--- src/abgc_pkg.sv ---
// abgc_pkg: offsets, reset values, field positions and carrier types for the bias/gain config slice.
// assumes the serial port front end delivers decoded register accesses with 8-bit addresses.
package abgc_pkg;

  // ----------------------------------------
  // register map
  // ----------------------------------------
  localparam logic [7:0] ADDR_PWRDN = 8'h3C;
  localparam logic [7:0] ADDR_CATH = 8'h54;
  localparam logic [7:0] ADDR_GAIN = 8'h55;

  localparam logic [15:0] RST_PWRDN = 16'h3006;
  localparam logic [15:0] RST_CATH = 16'h0020;
  localparam logic [15:0] RST_GAIN = 16'h0000;

  // ----------------------------------------
  // field positions
  // ----------------------------------------
  localparam int PD_LSB = 3;
  localparam int PD_W = 6;
  localparam int GLOBAL_BIAS_BIT = 9;
  localparam int OVR_EN_BIT = 7;
  localparam int SLEEP_CATH_LSB = 12;
  localparam int SLOTB_CATH_LSB = 10;
  localparam int SLOTA_CATH_LSB = 8;
  localparam int CH4_GAIN_LSB = 10;
  localparam int CH3_GAIN_LSB = 8;

  // ----------------------------------------
  // codes
  // ----------------------------------------
  localparam logic [1:0] SLOT_CATH_VDD = 2'h0;
  localparam logic [1:0] SLOT_CATH_ANODE = 2'h1;
  localparam logic [1:0] SLOT_CATH_REV250 = 2'h2;
  localparam logic [1:0] SLOT_CATH_ZERO = 2'h3;
  localparam logic [1:0] SLEEP_CATH_VDD = 2'h0;
  localparam logic [1:0] SLEEP_CATH_VREF_IDLE = 2'h1;
  localparam logic [1:0] SLEEP_CATH_FLOAT = 2'h2;
  localparam logic [1:0] SLEEP_CATH_ZERO = 2'h3;
  localparam logic [1:0] GAIN_DEFAULT = 2'h0;

  // cathode drive that the analog bias generator obeys
  typedef enum logic [2:0] {
    ABGC_CATH_VDD,
    ABGC_CATH_VREF,
    ABGC_CATH_FLOAT,
    ABGC_CATH_ZERO,
    ABGC_CATH_ANODE,
    ABGC_CATH_REV250
  } abgc_cath_t;

  // per-amplifier power-down lines
  typedef struct packed {
    logic ch234_integ;
    logic ch234_bpf;
    logic ch234_tia;
    logic ch1_integ;
    logic ch1_bpf;
    logic ch1_tia;
  } abgc_pwrdn_t;

  // operating state of the sequencer
  typedef struct packed {
    logic sleep;
    logic slot_a;
    logic slot_b;
  } abgc_opstate_t;

  // slot B gain selections for channels 3 and 4
  typedef struct packed {
    logic ch4_active;
    logic [1:0] ch4_code;
    logic ch3_active;
    logic [1:0] ch3_code;
  } abgc_gain_t;

endpackage

--- src/abgc_cath_sel.sv ---
// abgc_cath_sel: picks the cathode drive from override, state and stored codes.
// assumes at most one of slot_a, slot_b, sleep is high; slots win over sleep.
`timescale 1ns/10ps
module abgc_cath_sel (
  // configuration
  input wire logic override_en,
  input wire logic global_bias,
  input wire logic [1:0] sleep_code,
  input wire logic [1:0] slot_a_code,
  input wire logic [1:0] slot_b_code,
  // state
  input wire abgc_pkg::abgc_opstate_t opstate,
  // drive
  output abgc_pkg::abgc_cath_t cath
);

  // ----------------------------------------
  // code decoding
  // ----------------------------------------
  function automatic abgc_pkg::abgc_cath_t slot_dec(input logic [1:0] c);
    case (c)
      abgc_pkg::SLOT_CATH_VDD: slot_dec = abgc_pkg::ABGC_CATH_VDD;
      abgc_pkg::SLOT_CATH_ANODE: slot_dec = abgc_pkg::ABGC_CATH_ANODE;
      abgc_pkg::SLOT_CATH_REV250: slot_dec = abgc_pkg::ABGC_CATH_REV250;
      default: slot_dec = abgc_pkg::ABGC_CATH_ZERO;
    endcase
  endfunction

  function automatic abgc_pkg::abgc_cath_t sleep_dec(input logic [1:0] c, input logic asleep);
    case (c)
      abgc_pkg::SLEEP_CATH_VDD: sleep_dec = abgc_pkg::ABGC_CATH_VDD;
      abgc_pkg::SLEEP_CATH_VREF_IDLE: sleep_dec = asleep ? abgc_pkg::ABGC_CATH_VDD : abgc_pkg::ABGC_CATH_VREF;
      abgc_pkg::SLEEP_CATH_FLOAT: sleep_dec = abgc_pkg::ABGC_CATH_FLOAT;
      default: sleep_dec = abgc_pkg::ABGC_CATH_ZERO;
    endcase
  endfunction

  // ----------------------------------------
  // selection
  // ----------------------------------------
  wire abgc_pkg::abgc_cath_t global_cath = global_bias ? abgc_pkg::ABGC_CATH_VDD : abgc_pkg::ABGC_CATH_ANODE; // RQ11
  wire abgc_pkg::abgc_cath_t slot_a_cath = slot_dec(slot_a_code); // RQ7
  wire abgc_pkg::abgc_cath_t slot_b_cath = slot_dec(slot_b_code); // RQ6
  wire abgc_pkg::abgc_cath_t rest_cath = sleep_dec(sleep_code, opstate.sleep); // RQ5
  wire abgc_pkg::abgc_cath_t ovr_cath = opstate.slot_a ? slot_a_cath : (opstate.slot_b ? slot_b_cath : rest_cath);

  assign cath = override_en ? ovr_cath : global_cath; // RQ4

endmodule // abgc_cath_sel

--- src/abgc_regs.sv ---
// abgc_regs: power-down, cathode bias and slot B gain configuration registers.
// assumes the serial port delivers one-cycle write and read strobes with address and data.
// Notes on behaviour
// RQ1: power-down field all zero keeps every analog receive channel on; resets to zero.
// RQ2: bits 3, 4, 5 power down channel 1 TIA, BPF, integrator.
// RQ3: bits 6, 7, 8 power down shared channel 2-4 TIA, BPF, integrator.
// RQ4: override off uses global bias bit; on uses per-state cathode fields.
// RQ5: sleep cathode field applies while asleep; code 1 gives reference idle, supply asleep.
// RQ6: slot B cathode field: supply, anode, 250 mV reverse, 0 V.
// RQ7: slot A cathode field uses the slot B encoding during slot A.
// RQ8: host should program slot cathode fields to code 2.
// RQ9: channel 4 slot B gain acts only while per-channel gain enable is set.
// RQ10: channel 3 slot B gain acts only under the same enable.
// RQ11: global bias bit 0 means cathode equals anode; 1 means 1.8 V.
// RQ12: fields load defaults at reset, keep written values, read back stored values.
`timescale 1ns/10ps
module abgc_regs (
  // clock and reset
  input wire logic clk,
  input wire logic reset,
  // register access
  input wire logic reg_wr,
  input wire logic reg_rd,
  input wire logic [7:0] reg_addr,
  input wire logic [15:0] reg_wdata,
  output logic [15:0] reg_rdata,
  output logic reg_rvalid,
  // sequencer state
  input wire abgc_pkg::abgc_opstate_t opstate,
  input wire logic slot_b_gain_en,
  // analog controls
  output abgc_pkg::abgc_pwrdn_t pwrdn,
  output abgc_pkg::abgc_cath_t cath,
  output abgc_pkg::abgc_gain_t slot_b_gain
);

  // ----------------------------------------
  // storage
  // ----------------------------------------
  logic [15:0] pwrdn_ctrl_r;
  logic [15:0] pwrdn_ctrl_nxt;
  logic [15:0] cath_ctrl_r;
  logic [15:0] cath_ctrl_nxt;
  logic [15:0] gain_ctrl_r;
  logic [15:0] gain_ctrl_nxt;
  logic [15:0] rdata_r;
  logic [15:0] rdata_nxt;
  logic rvalid_r;
  logic rvalid_nxt;
  logic [15:0] rd_mux;
  abgc_pkg::abgc_pwrdn_t pwrdn_r;
  abgc_pkg::abgc_cath_t cath_r;
  abgc_pkg::abgc_gain_t gain_r;

  // ----------------------------------------
  // address decoding
  // ----------------------------------------
  wire hit_pwrdn = (reg_addr == abgc_pkg::ADDR_PWRDN);
  wire hit_cath = (reg_addr == abgc_pkg::ADDR_CATH);
  wire hit_gain = (reg_addr == abgc_pkg::ADDR_GAIN);
  wire wr_pwrdn = reg_wr && hit_pwrdn;
  wire wr_cath = reg_wr && hit_cath;
  wire wr_gain = reg_wr && hit_gain;

  // ----------------------------------------
  // read data selection
  // ----------------------------------------
  // unmapped addresses read as zero
  always_comb begin
    rd_mux = 16'h0000;
    if (hit_pwrdn) begin
      rd_mux = pwrdn_ctrl_r;
    end else if (hit_cath) begin
      rd_mux = cath_ctrl_r;
    end else if (hit_gain) begin
      rd_mux = gain_ctrl_r;
    end
  end

  // ----------------------------------------
  // next values
  // ----------------------------------------
  assign pwrdn_ctrl_nxt = wr_pwrdn ? reg_wdata : pwrdn_ctrl_r; // RQ12
  assign cath_ctrl_nxt = wr_cath ? reg_wdata : cath_ctrl_r; // RQ12
  assign gain_ctrl_nxt = wr_gain ? reg_wdata : gain_ctrl_r; // RQ12
  assign rdata_nxt = reg_rd ? rd_mux : rdata_r; // RQ12
  assign rvalid_nxt = reg_rd; // RQ12

  // ----------------------------------------
  // field extraction
  // ----------------------------------------
  wire [5:0] pd_field = pwrdn_ctrl_r[abgc_pkg::PD_LSB +: abgc_pkg::PD_W];
  wire global_bias = pwrdn_ctrl_r[abgc_pkg::GLOBAL_BIAS_BIT];
  wire override_en = cath_ctrl_r[abgc_pkg::OVR_EN_BIT];
  wire [1:0] sleep_code = cath_ctrl_r[abgc_pkg::SLEEP_CATH_LSB +: 2];
  wire [1:0] slot_b_code = cath_ctrl_r[abgc_pkg::SLOTB_CATH_LSB +: 2];
  wire [1:0] slot_a_code = cath_ctrl_r[abgc_pkg::SLOTA_CATH_LSB +: 2];
  wire [1:0] ch4_code = gain_ctrl_r[abgc_pkg::CH4_GAIN_LSB +: 2];
  wire [1:0] ch3_code = gain_ctrl_r[abgc_pkg::CH3_GAIN_LSB +: 2];

  // ----------------------------------------
  // power-down drive
  // ----------------------------------------
  // all-zero field leaves every amplifier on
  abgc_pkg::abgc_pwrdn_t pwrdn_nxt;
  assign pwrdn_nxt.ch1_tia = pd_field[0]; // RQ2
  assign pwrdn_nxt.ch1_bpf = pd_field[1]; // RQ2
  assign pwrdn_nxt.ch1_integ = pd_field[2]; // RQ2
  assign pwrdn_nxt.ch234_tia = pd_field[3]; // RQ3
  assign pwrdn_nxt.ch234_bpf = pd_field[4]; // RQ3
  assign pwrdn_nxt.ch234_integ = pd_field[5]; // RQ3

  // ----------------------------------------
  // cathode bias
  // ----------------------------------------
  abgc_pkg::abgc_cath_t cath_nxt;

  abgc_cath_sel u_cath_sel (
    .override_en(override_en),
    .global_bias(global_bias),
    .sleep_code(sleep_code),
    .slot_a_code(slot_a_code),
    .slot_b_code(slot_b_code),
    .opstate(opstate),
    .cath(cath_nxt)
  );

  // ----------------------------------------
  // slot B gains
  // ----------------------------------------
  // disabled: gain falls back to the default code
  abgc_pkg::abgc_gain_t gain_nxt;
  assign gain_nxt.ch4_active = slot_b_gain_en; // RQ9
  assign gain_nxt.ch4_code = slot_b_gain_en ? ch4_code : abgc_pkg::GAIN_DEFAULT; // RQ9
  assign gain_nxt.ch3_active = slot_b_gain_en; // RQ10
  assign gain_nxt.ch3_code = slot_b_gain_en ? ch3_code : abgc_pkg::GAIN_DEFAULT; // RQ10

  // ----------------------------------------
  // control registers
  // ----------------------------------------
  always_ff @(posedge clk or posedge reset) begin
    if (reset) begin
      pwrdn_ctrl_r <= abgc_pkg::RST_PWRDN; // RQ1
    end else begin
      pwrdn_ctrl_r <= pwrdn_ctrl_nxt;
    end
  end

  always_ff @(posedge clk or posedge reset) begin
    if (reset) begin
      cath_ctrl_r <= abgc_pkg::RST_CATH;
    end else begin
      cath_ctrl_r <= cath_ctrl_nxt;
    end
  end

  always_ff @(posedge clk or posedge reset) begin
    if (reset) begin
      gain_ctrl_r <= abgc_pkg::RST_GAIN;
    end else begin
      gain_ctrl_r <= gain_ctrl_nxt;
    end
  end

  // ----------------------------------------
  // read response registers
  // ----------------------------------------
  // read data holds until the next read
  always_ff @(posedge clk or posedge reset) begin
    if (reset) begin
      rdata_r <= 16'h0000;
    end else begin
      rdata_r <= rdata_nxt;
    end
  end

  always_ff @(posedge clk or posedge reset) begin
    if (reset) begin
      rvalid_r <= 1'b0;
    end else begin
      rvalid_r <= rvalid_nxt;
    end
  end

  // ----------------------------------------
  // analog control registers
  // ----------------------------------------
  // outputs lag the control registers by one cycle
  always_ff @(posedge clk or posedge reset) begin
    if (reset) begin
      pwrdn_r <= '0; // RQ1
    end else begin
      pwrdn_r <= pwrdn_nxt;
    end
  end

  always_ff @(posedge clk or posedge reset) begin
    if (reset) begin
      cath_r <= abgc_pkg::ABGC_CATH_ANODE;
    end else begin
      cath_r <= cath_nxt;
    end
  end

  always_ff @(posedge clk or posedge reset) begin
    if (reset) begin
      gain_r <= '0;
    end else begin
      gain_r <= gain_nxt;
    end
  end

  // ----------------------------------------
  // outputs
  // ----------------------------------------
  assign reg_rdata = rdata_r;
  assign reg_rvalid = rvalid_r;
  assign pwrdn = pwrdn_r;
  assign cath = cath_r;
  assign slot_b_gain = gain_r;

endmodule // abgc_regs

--- config.mk ---
export PLATFORM = sky130hd
export DESIGN_NAME = abgc_regs
export DESIGN_NICKNAME = d
export VERILOG_FILES = /design/src/abgc_pkg.sv /design/src/abgc_cath_sel.sv /design/src/abgc_regs.sv
export SDC_FILE = /design/constraint.sdc
export NUM_CORES = 1
export LEC_CHECK = 0
export BUFFER_PORTS_ARGS = -buffer_cell sky130_fd_sc_hd__buf_4
export CORE_AREA = 2 2 83 85
export DETAILED_ROUTE_END_ITERATION = 6
export DIE_AREA = 0 0 85 87
export PLACE_DENSITY = 0.81
export SKIP_CTS_REPAIR_TIMING = 1
export SYNTH_ARGS = -nofsm -noshare
export SYNTH_HDL_FRONTEND = slang
export SYNTH_SLANG_ARGS = --single-unit
--- constraint.sdc ---
create_clock -name clk -period 4.1 [get_ports clk]
set_input_delay 0.41 -clock clk [delete_from_list [all_inputs] [get_ports clk]]
set_output_delay 0.41 -clock clk [all_outputs]
set_load 0.01 [all_outputs]
# After elaboration in Yosys (flattened, before gate mapping)
# Cells that the tools add are included.
# classes
n_eq_ne,9
n_mux,13
reduce_logical,6
# ops
cell,count
two-way mux 16 bit,3
one-hot mux 3 bit (3 select lines),3
== test 8 x 7 -> 1 bit (second input constant),2
two-way mux 3 bit,4
== test 8 x 6 -> 1 bit (second input constant),1
== test 2 x 1 -> 1 bit (second input constant),3
== test 2 bit (second input constant),3
zero test 2 bit,3
two-way mux 2 bit,2
logical AND 1 bit,3
two-way mux 1 bit,1
# totals
register_bits,79
in_bits,32
out_inout_bits,32

# Logic depth before layout (Yosys ltp)
# depth
ltp_word,5
ltp_mapped,6
mapped_depth_nobuf,5

# Cells and area by module
# A second synthesis with hierarchy kept.
# unflattened
hier_cells,237
hier_area_um2,3433.3
# by_module_without_submodules
module,n_inst,cells_per_inst,area_each_um2
abgc_regs,1,218,3285.7
abgc_cath_sel,1,19,147.6

# Worst setup path after synthesis
# No wires, ideal clock.
# synth_timing
kind,input -> register
from,input port reg_addr[5]
to,register cath_ctrl_r[0]
arrival_ps,1511
t_required_ps,3975
slack_ps,2464
cell_stages,5
path_buffers,1
cell_sequence,and4bb_2 > and2_4 > nand3b_4 > buf_6 > mux2_4
# synth_between
elab_chain_len,2
# synth_lines
item,line_no,source
start: declaration,abgc_regs.sv:24,"input wire logic [7:0] reg_addr,"
== test 8 x 7 -> 1 bit,abgc_regs.sv:59,wire hit_cath = (reg_addr == abgc_pkg::ADDR_CATH);
logical AND 1 bit,abgc_regs.sv:62,wire wr_cath = reg_wr && hit_cath;
end signal: assignment,abgc_regs.sv:151,cath_ctrl_r <= abgc_pkg::RST_CATH;
end signal: assignment,abgc_regs.sv:153,cath_ctrl_r <= cath_ctrl_nxt;
end: declaration,abgc_regs.sv:42,logic [15:0] cath_ctrl_r;
# Every way passes these cells.
# A chain may end at the register's enable or synchronous reset.

# Worst setup path after layout
# layout_timing
from,input port reg_addr[1]
to,"register rdata_r[2], in the netlist reg_rdata[2]"
# layout_between
elab_chain_len,4
elab_cells_between_ends,6
# layout_lines
item,line_no,source
== test 8 x 7 -> 1 bit,abgc_regs.sv:60,wire hit_gain = (reg_addr == abgc_pkg::ADDR_GAIN);
two-way mux 16 bit,abgc_regs.sv:75,end else if (hit_gain) begin
two-way mux 16 bit,abgc_regs.sv:73,end else if (hit_cath) begin
two-way mux 16 bit (*),abgc_regs.sv:71,if (hit_pwrdn) begin
end signal: assignment,abgc_regs.sv:173,rdata_r <= rdata_nxt;
end: declaration,abgc_regs.sv:46,logic [15:0] rdata_r;
# Mark *: on every way between the ends. The rest lies on a longest branch, timed or not.

==> results.toml <==
[run_status]
status = "finished, final reports clean"

[yosys]
ys_ff_latch = 79
syn_inst = 233
ys_types = 33
synth_xor_area_share_pct = 0
yosys.area_share.simple_pct = 7.760
synth_compound_area_share_pct = 9.195
postSynthAreaPerCell_um2 = 14.60
yosysSeqAreaShare_pct = 58.33
synth_nets = 269
synth_top_family_by_area = "multiplexers"
yosys_warnings = 0
synth_mux_area_share_pct = 20.01
synthesis.area_um2 = 3402
synthAdderAreaFrac_pct = 1.471

[worst_setup_path]
crit_family = "simple AND/OR/NAND/NOR gates"
end_kind = "flip-flop"
crit_type = "in2reg"
crit_path_max_fanout = 11
path_cells = "buf_4 -> nor3b_2 -> nor4b_2 -> a221o_1"
arrival_ns = 2.18
critPathMaxStageDelay_ns = 1.04
cp_num_buf_inv = 1
critPathLaunchType = "primary input"
cp.required_ns = 4.38
cp_slowest_cell = "nor4b_2"

[pwr]
p_total_uw = 1516
p_int_uw = 1167
leakage_uw = 0.002142
clkPwrFrac_pct = 37.6
power.switching_uw = 348.7
combPwrFrac_pct = 7.8
seq_power_share_pct = 54.6
peakVddDrop_v = 0.0001945
swShare_pct = 23.01
p_per_area_nw_per_um2 = 368.7

[finish]
antenna_cells = 0
layout-drive-gt1-share_pct = 45.70
seq_area_um2 = 1984
finalInstanceArea_um2 = 4110
areaGrowthSynthToFinish_pct = 20.82
finalCoreUtilization_pct = 62.57
nets = 333
fillerInstances = 523
multi_input_area_um2 = 1314

[timing]
period_share_pct = 46.40
max_freq_mhz = 525.6
slew_violations = 0
setup_viol = 0
final_hold_viol_count = 0
fin_tns_setup_ns = 0
period_minus_slack_ns = 1.903
rsz0062_at_grt = "false"
relSlewSlack_pct = 17.85
finalClockSkew_ns = 0.007135
holdWs_ns = 0.2030
worst-slew-pin-transition_ns = 1.229

[global_routing]
grt_pass1_wl_um = 11470
grt-ovfl-total = 0
grt_pass1_vias = 2322
grt_max_degree = 41
antenna_found_initial = 0
track_usage_pct = 20.35

[routing]
via_per_inst = 5.607
wl_um = 7060
first_pass_iters = 4
detail-route-antenna-nets = 0
vias = 2142
drc_errors = 0
wl_per_cell_um = 18.48
drt-initial-drc-count = 159

[clocking]
cts_sinks = 79
h-tree-depth = 3
cts_tree = "done"
path_clk_slew_ns = 0.08
root_buffer = "clkbuf_8"
clk_path_buf_depth = 2
cts_buffers = 9
clkLatencyLatePin_ns = 0.35

[place]
dp_hpwl_um = 4729
gp_congestion = 0.7481
placed_area_um2 = 3920
place.port_buffers = 63

[die]
rows = 30
die-area_um2 = 7395
boundaryPins = 64
core_area_um2 = 6569
initial_utilization_pct = 51.79
fp.dieW_um = 85
die_y_um = 87

[flow_run]
maxCapViolations = 0

[min_path]
hp-class = "in2reg"
state kept, by name, summed over array words and instances (netlist names):
| name | flops |
|---|---|
| cath | 3 |
| cath_ctrl_r | 16 |
| gain_ctrl_r | 16 |
| pwrdn | 6 |
| pwrdn_ctrl_r | 16 |
| reg_rdata | 16 |
| reg_rvalid | 1 |
| slot_b_gain | 5 |
cell usage after synthesis:
cell      instances  area share (%)
a21oi_1           1            0.15
a221o_1          10             2.9
a22o_1           11             2.8
a22oi_1           5             1.1
and2_1            5            0.92
and2_4            1            0.26
and3_1            1            0.18
and4bb_2          1            0.37
buf_2             4            0.59
buf_4             2            0.44
buf_6             2            0.66
clkbuf_1          3            0.33
dfrtp_1          73              54
dfstp_2           6             4.6
ha_1              4             1.5
inv_1            11             1.2
mux2_1            8             2.6
mux2_2           24             7.9
mux2_4           20             8.8
mux2i_1           2            0.59
nand2_1           6            0.66
nand3_2           1            0.29
nand3_4           1            0.51
nand3b_4          1            0.59
nand4b_2          1            0.44
nor2_4            1            0.33
nor2b_1          14             2.6
nor3b_2           1            0.37
nor4b_1           1            0.26
o211ai_1          1            0.22
o21ai_0           5            0.74
o22ai_1           5            0.92
o311a_1           1            0.29
layout by cell type, fill, tap and decap left out, types with 8 or more instances in the layout:
cell type   n
a22o_1     11
nor2b_1    14
mux2_2     24
buf_4      64
mux2_4     20
inv_1      10
mux2_1      8
a221o_1    10
clkbuf_8   10
dfrtp_1    73
power groups by stage:
stage | Clock (uW) | Sequential [uW] | Combinational [uW]
finish | 569 | 827 | 119
global route | 608 | 831 | 131
CTS | 575 | 827 | 122
detailed placement | 0 | 842 | 121
global placement | 0 | 840 | 117
floorplan | 0 | 839 | 63.1
worst paths after layout:
check / startpoint / end / slack [ns] / cells past startpoint
worst min register to register: pwrdn_ctrl_r[5] / pwrdn[2] / 0.40 / 0
worst max register to register: cath_ctrl_r[11] / cath[0] / 2.92 / 4
worst max-delay path: reg_addr[1] / reg_rdata[2] / 2.20 / 4
max in group asynchronous: reset / pwrdn_ctrl_r[2] / 2.85 / 3
worst min-delay path: slot_b_gain_en / slot_b_gain[5] / 0.20 / 1
min in group asynchronous: reset / cath[1] / 0.22 / 2
routing by layer:
layer	global-route usage, %	wire length (um)	vias to the layer above
met5	0	0	-
met3	5.308	359	12
met1	25.16	3057	1096
met2	34.73	3532	58
li1	-	-	976
met4	7.215	110	0
worst register-to-register path: stages, from the launching register on:
cell and delay, ns:
dfrtp_1 0.42, ha_1 0.21, o21ai_0 0.16, o211ai_1 0.12, o311a_1 0.15
stage by stage:
step                      setup slack, ns  std cells
final                               2.197        382
after CTS                           2.226        382
after detailed placement            1.864        366
after floorplan                     1.677        233
after global routing                2.063        382
after global placement              1.959        366
kinds of logic (layout without fill, tap and decap cells):
logic type,after synthesis,count (layout)
mux,54,54
flops,79,79
simple gates,35,35
buf+inv,22,91
compound gates,39,39
fa+ha+maj,4,4
layout make-up:
| cell class | instances | area share [%] |
|---|---|---|
| Sequential cell | 79 | 48.28 |
| Multi-Input combinational cell | 132 | 31.96 |
| Timing Repair Buffer | 64 | 11.69 |
| Clock buffer | 12 | 3.531 |
| Tap cell | 80 | 2.435 |
| Clock inverter | 4 | 1.096 |
| Inverter | 11 | 1.005 |
(Power assumes the default switching activity.)
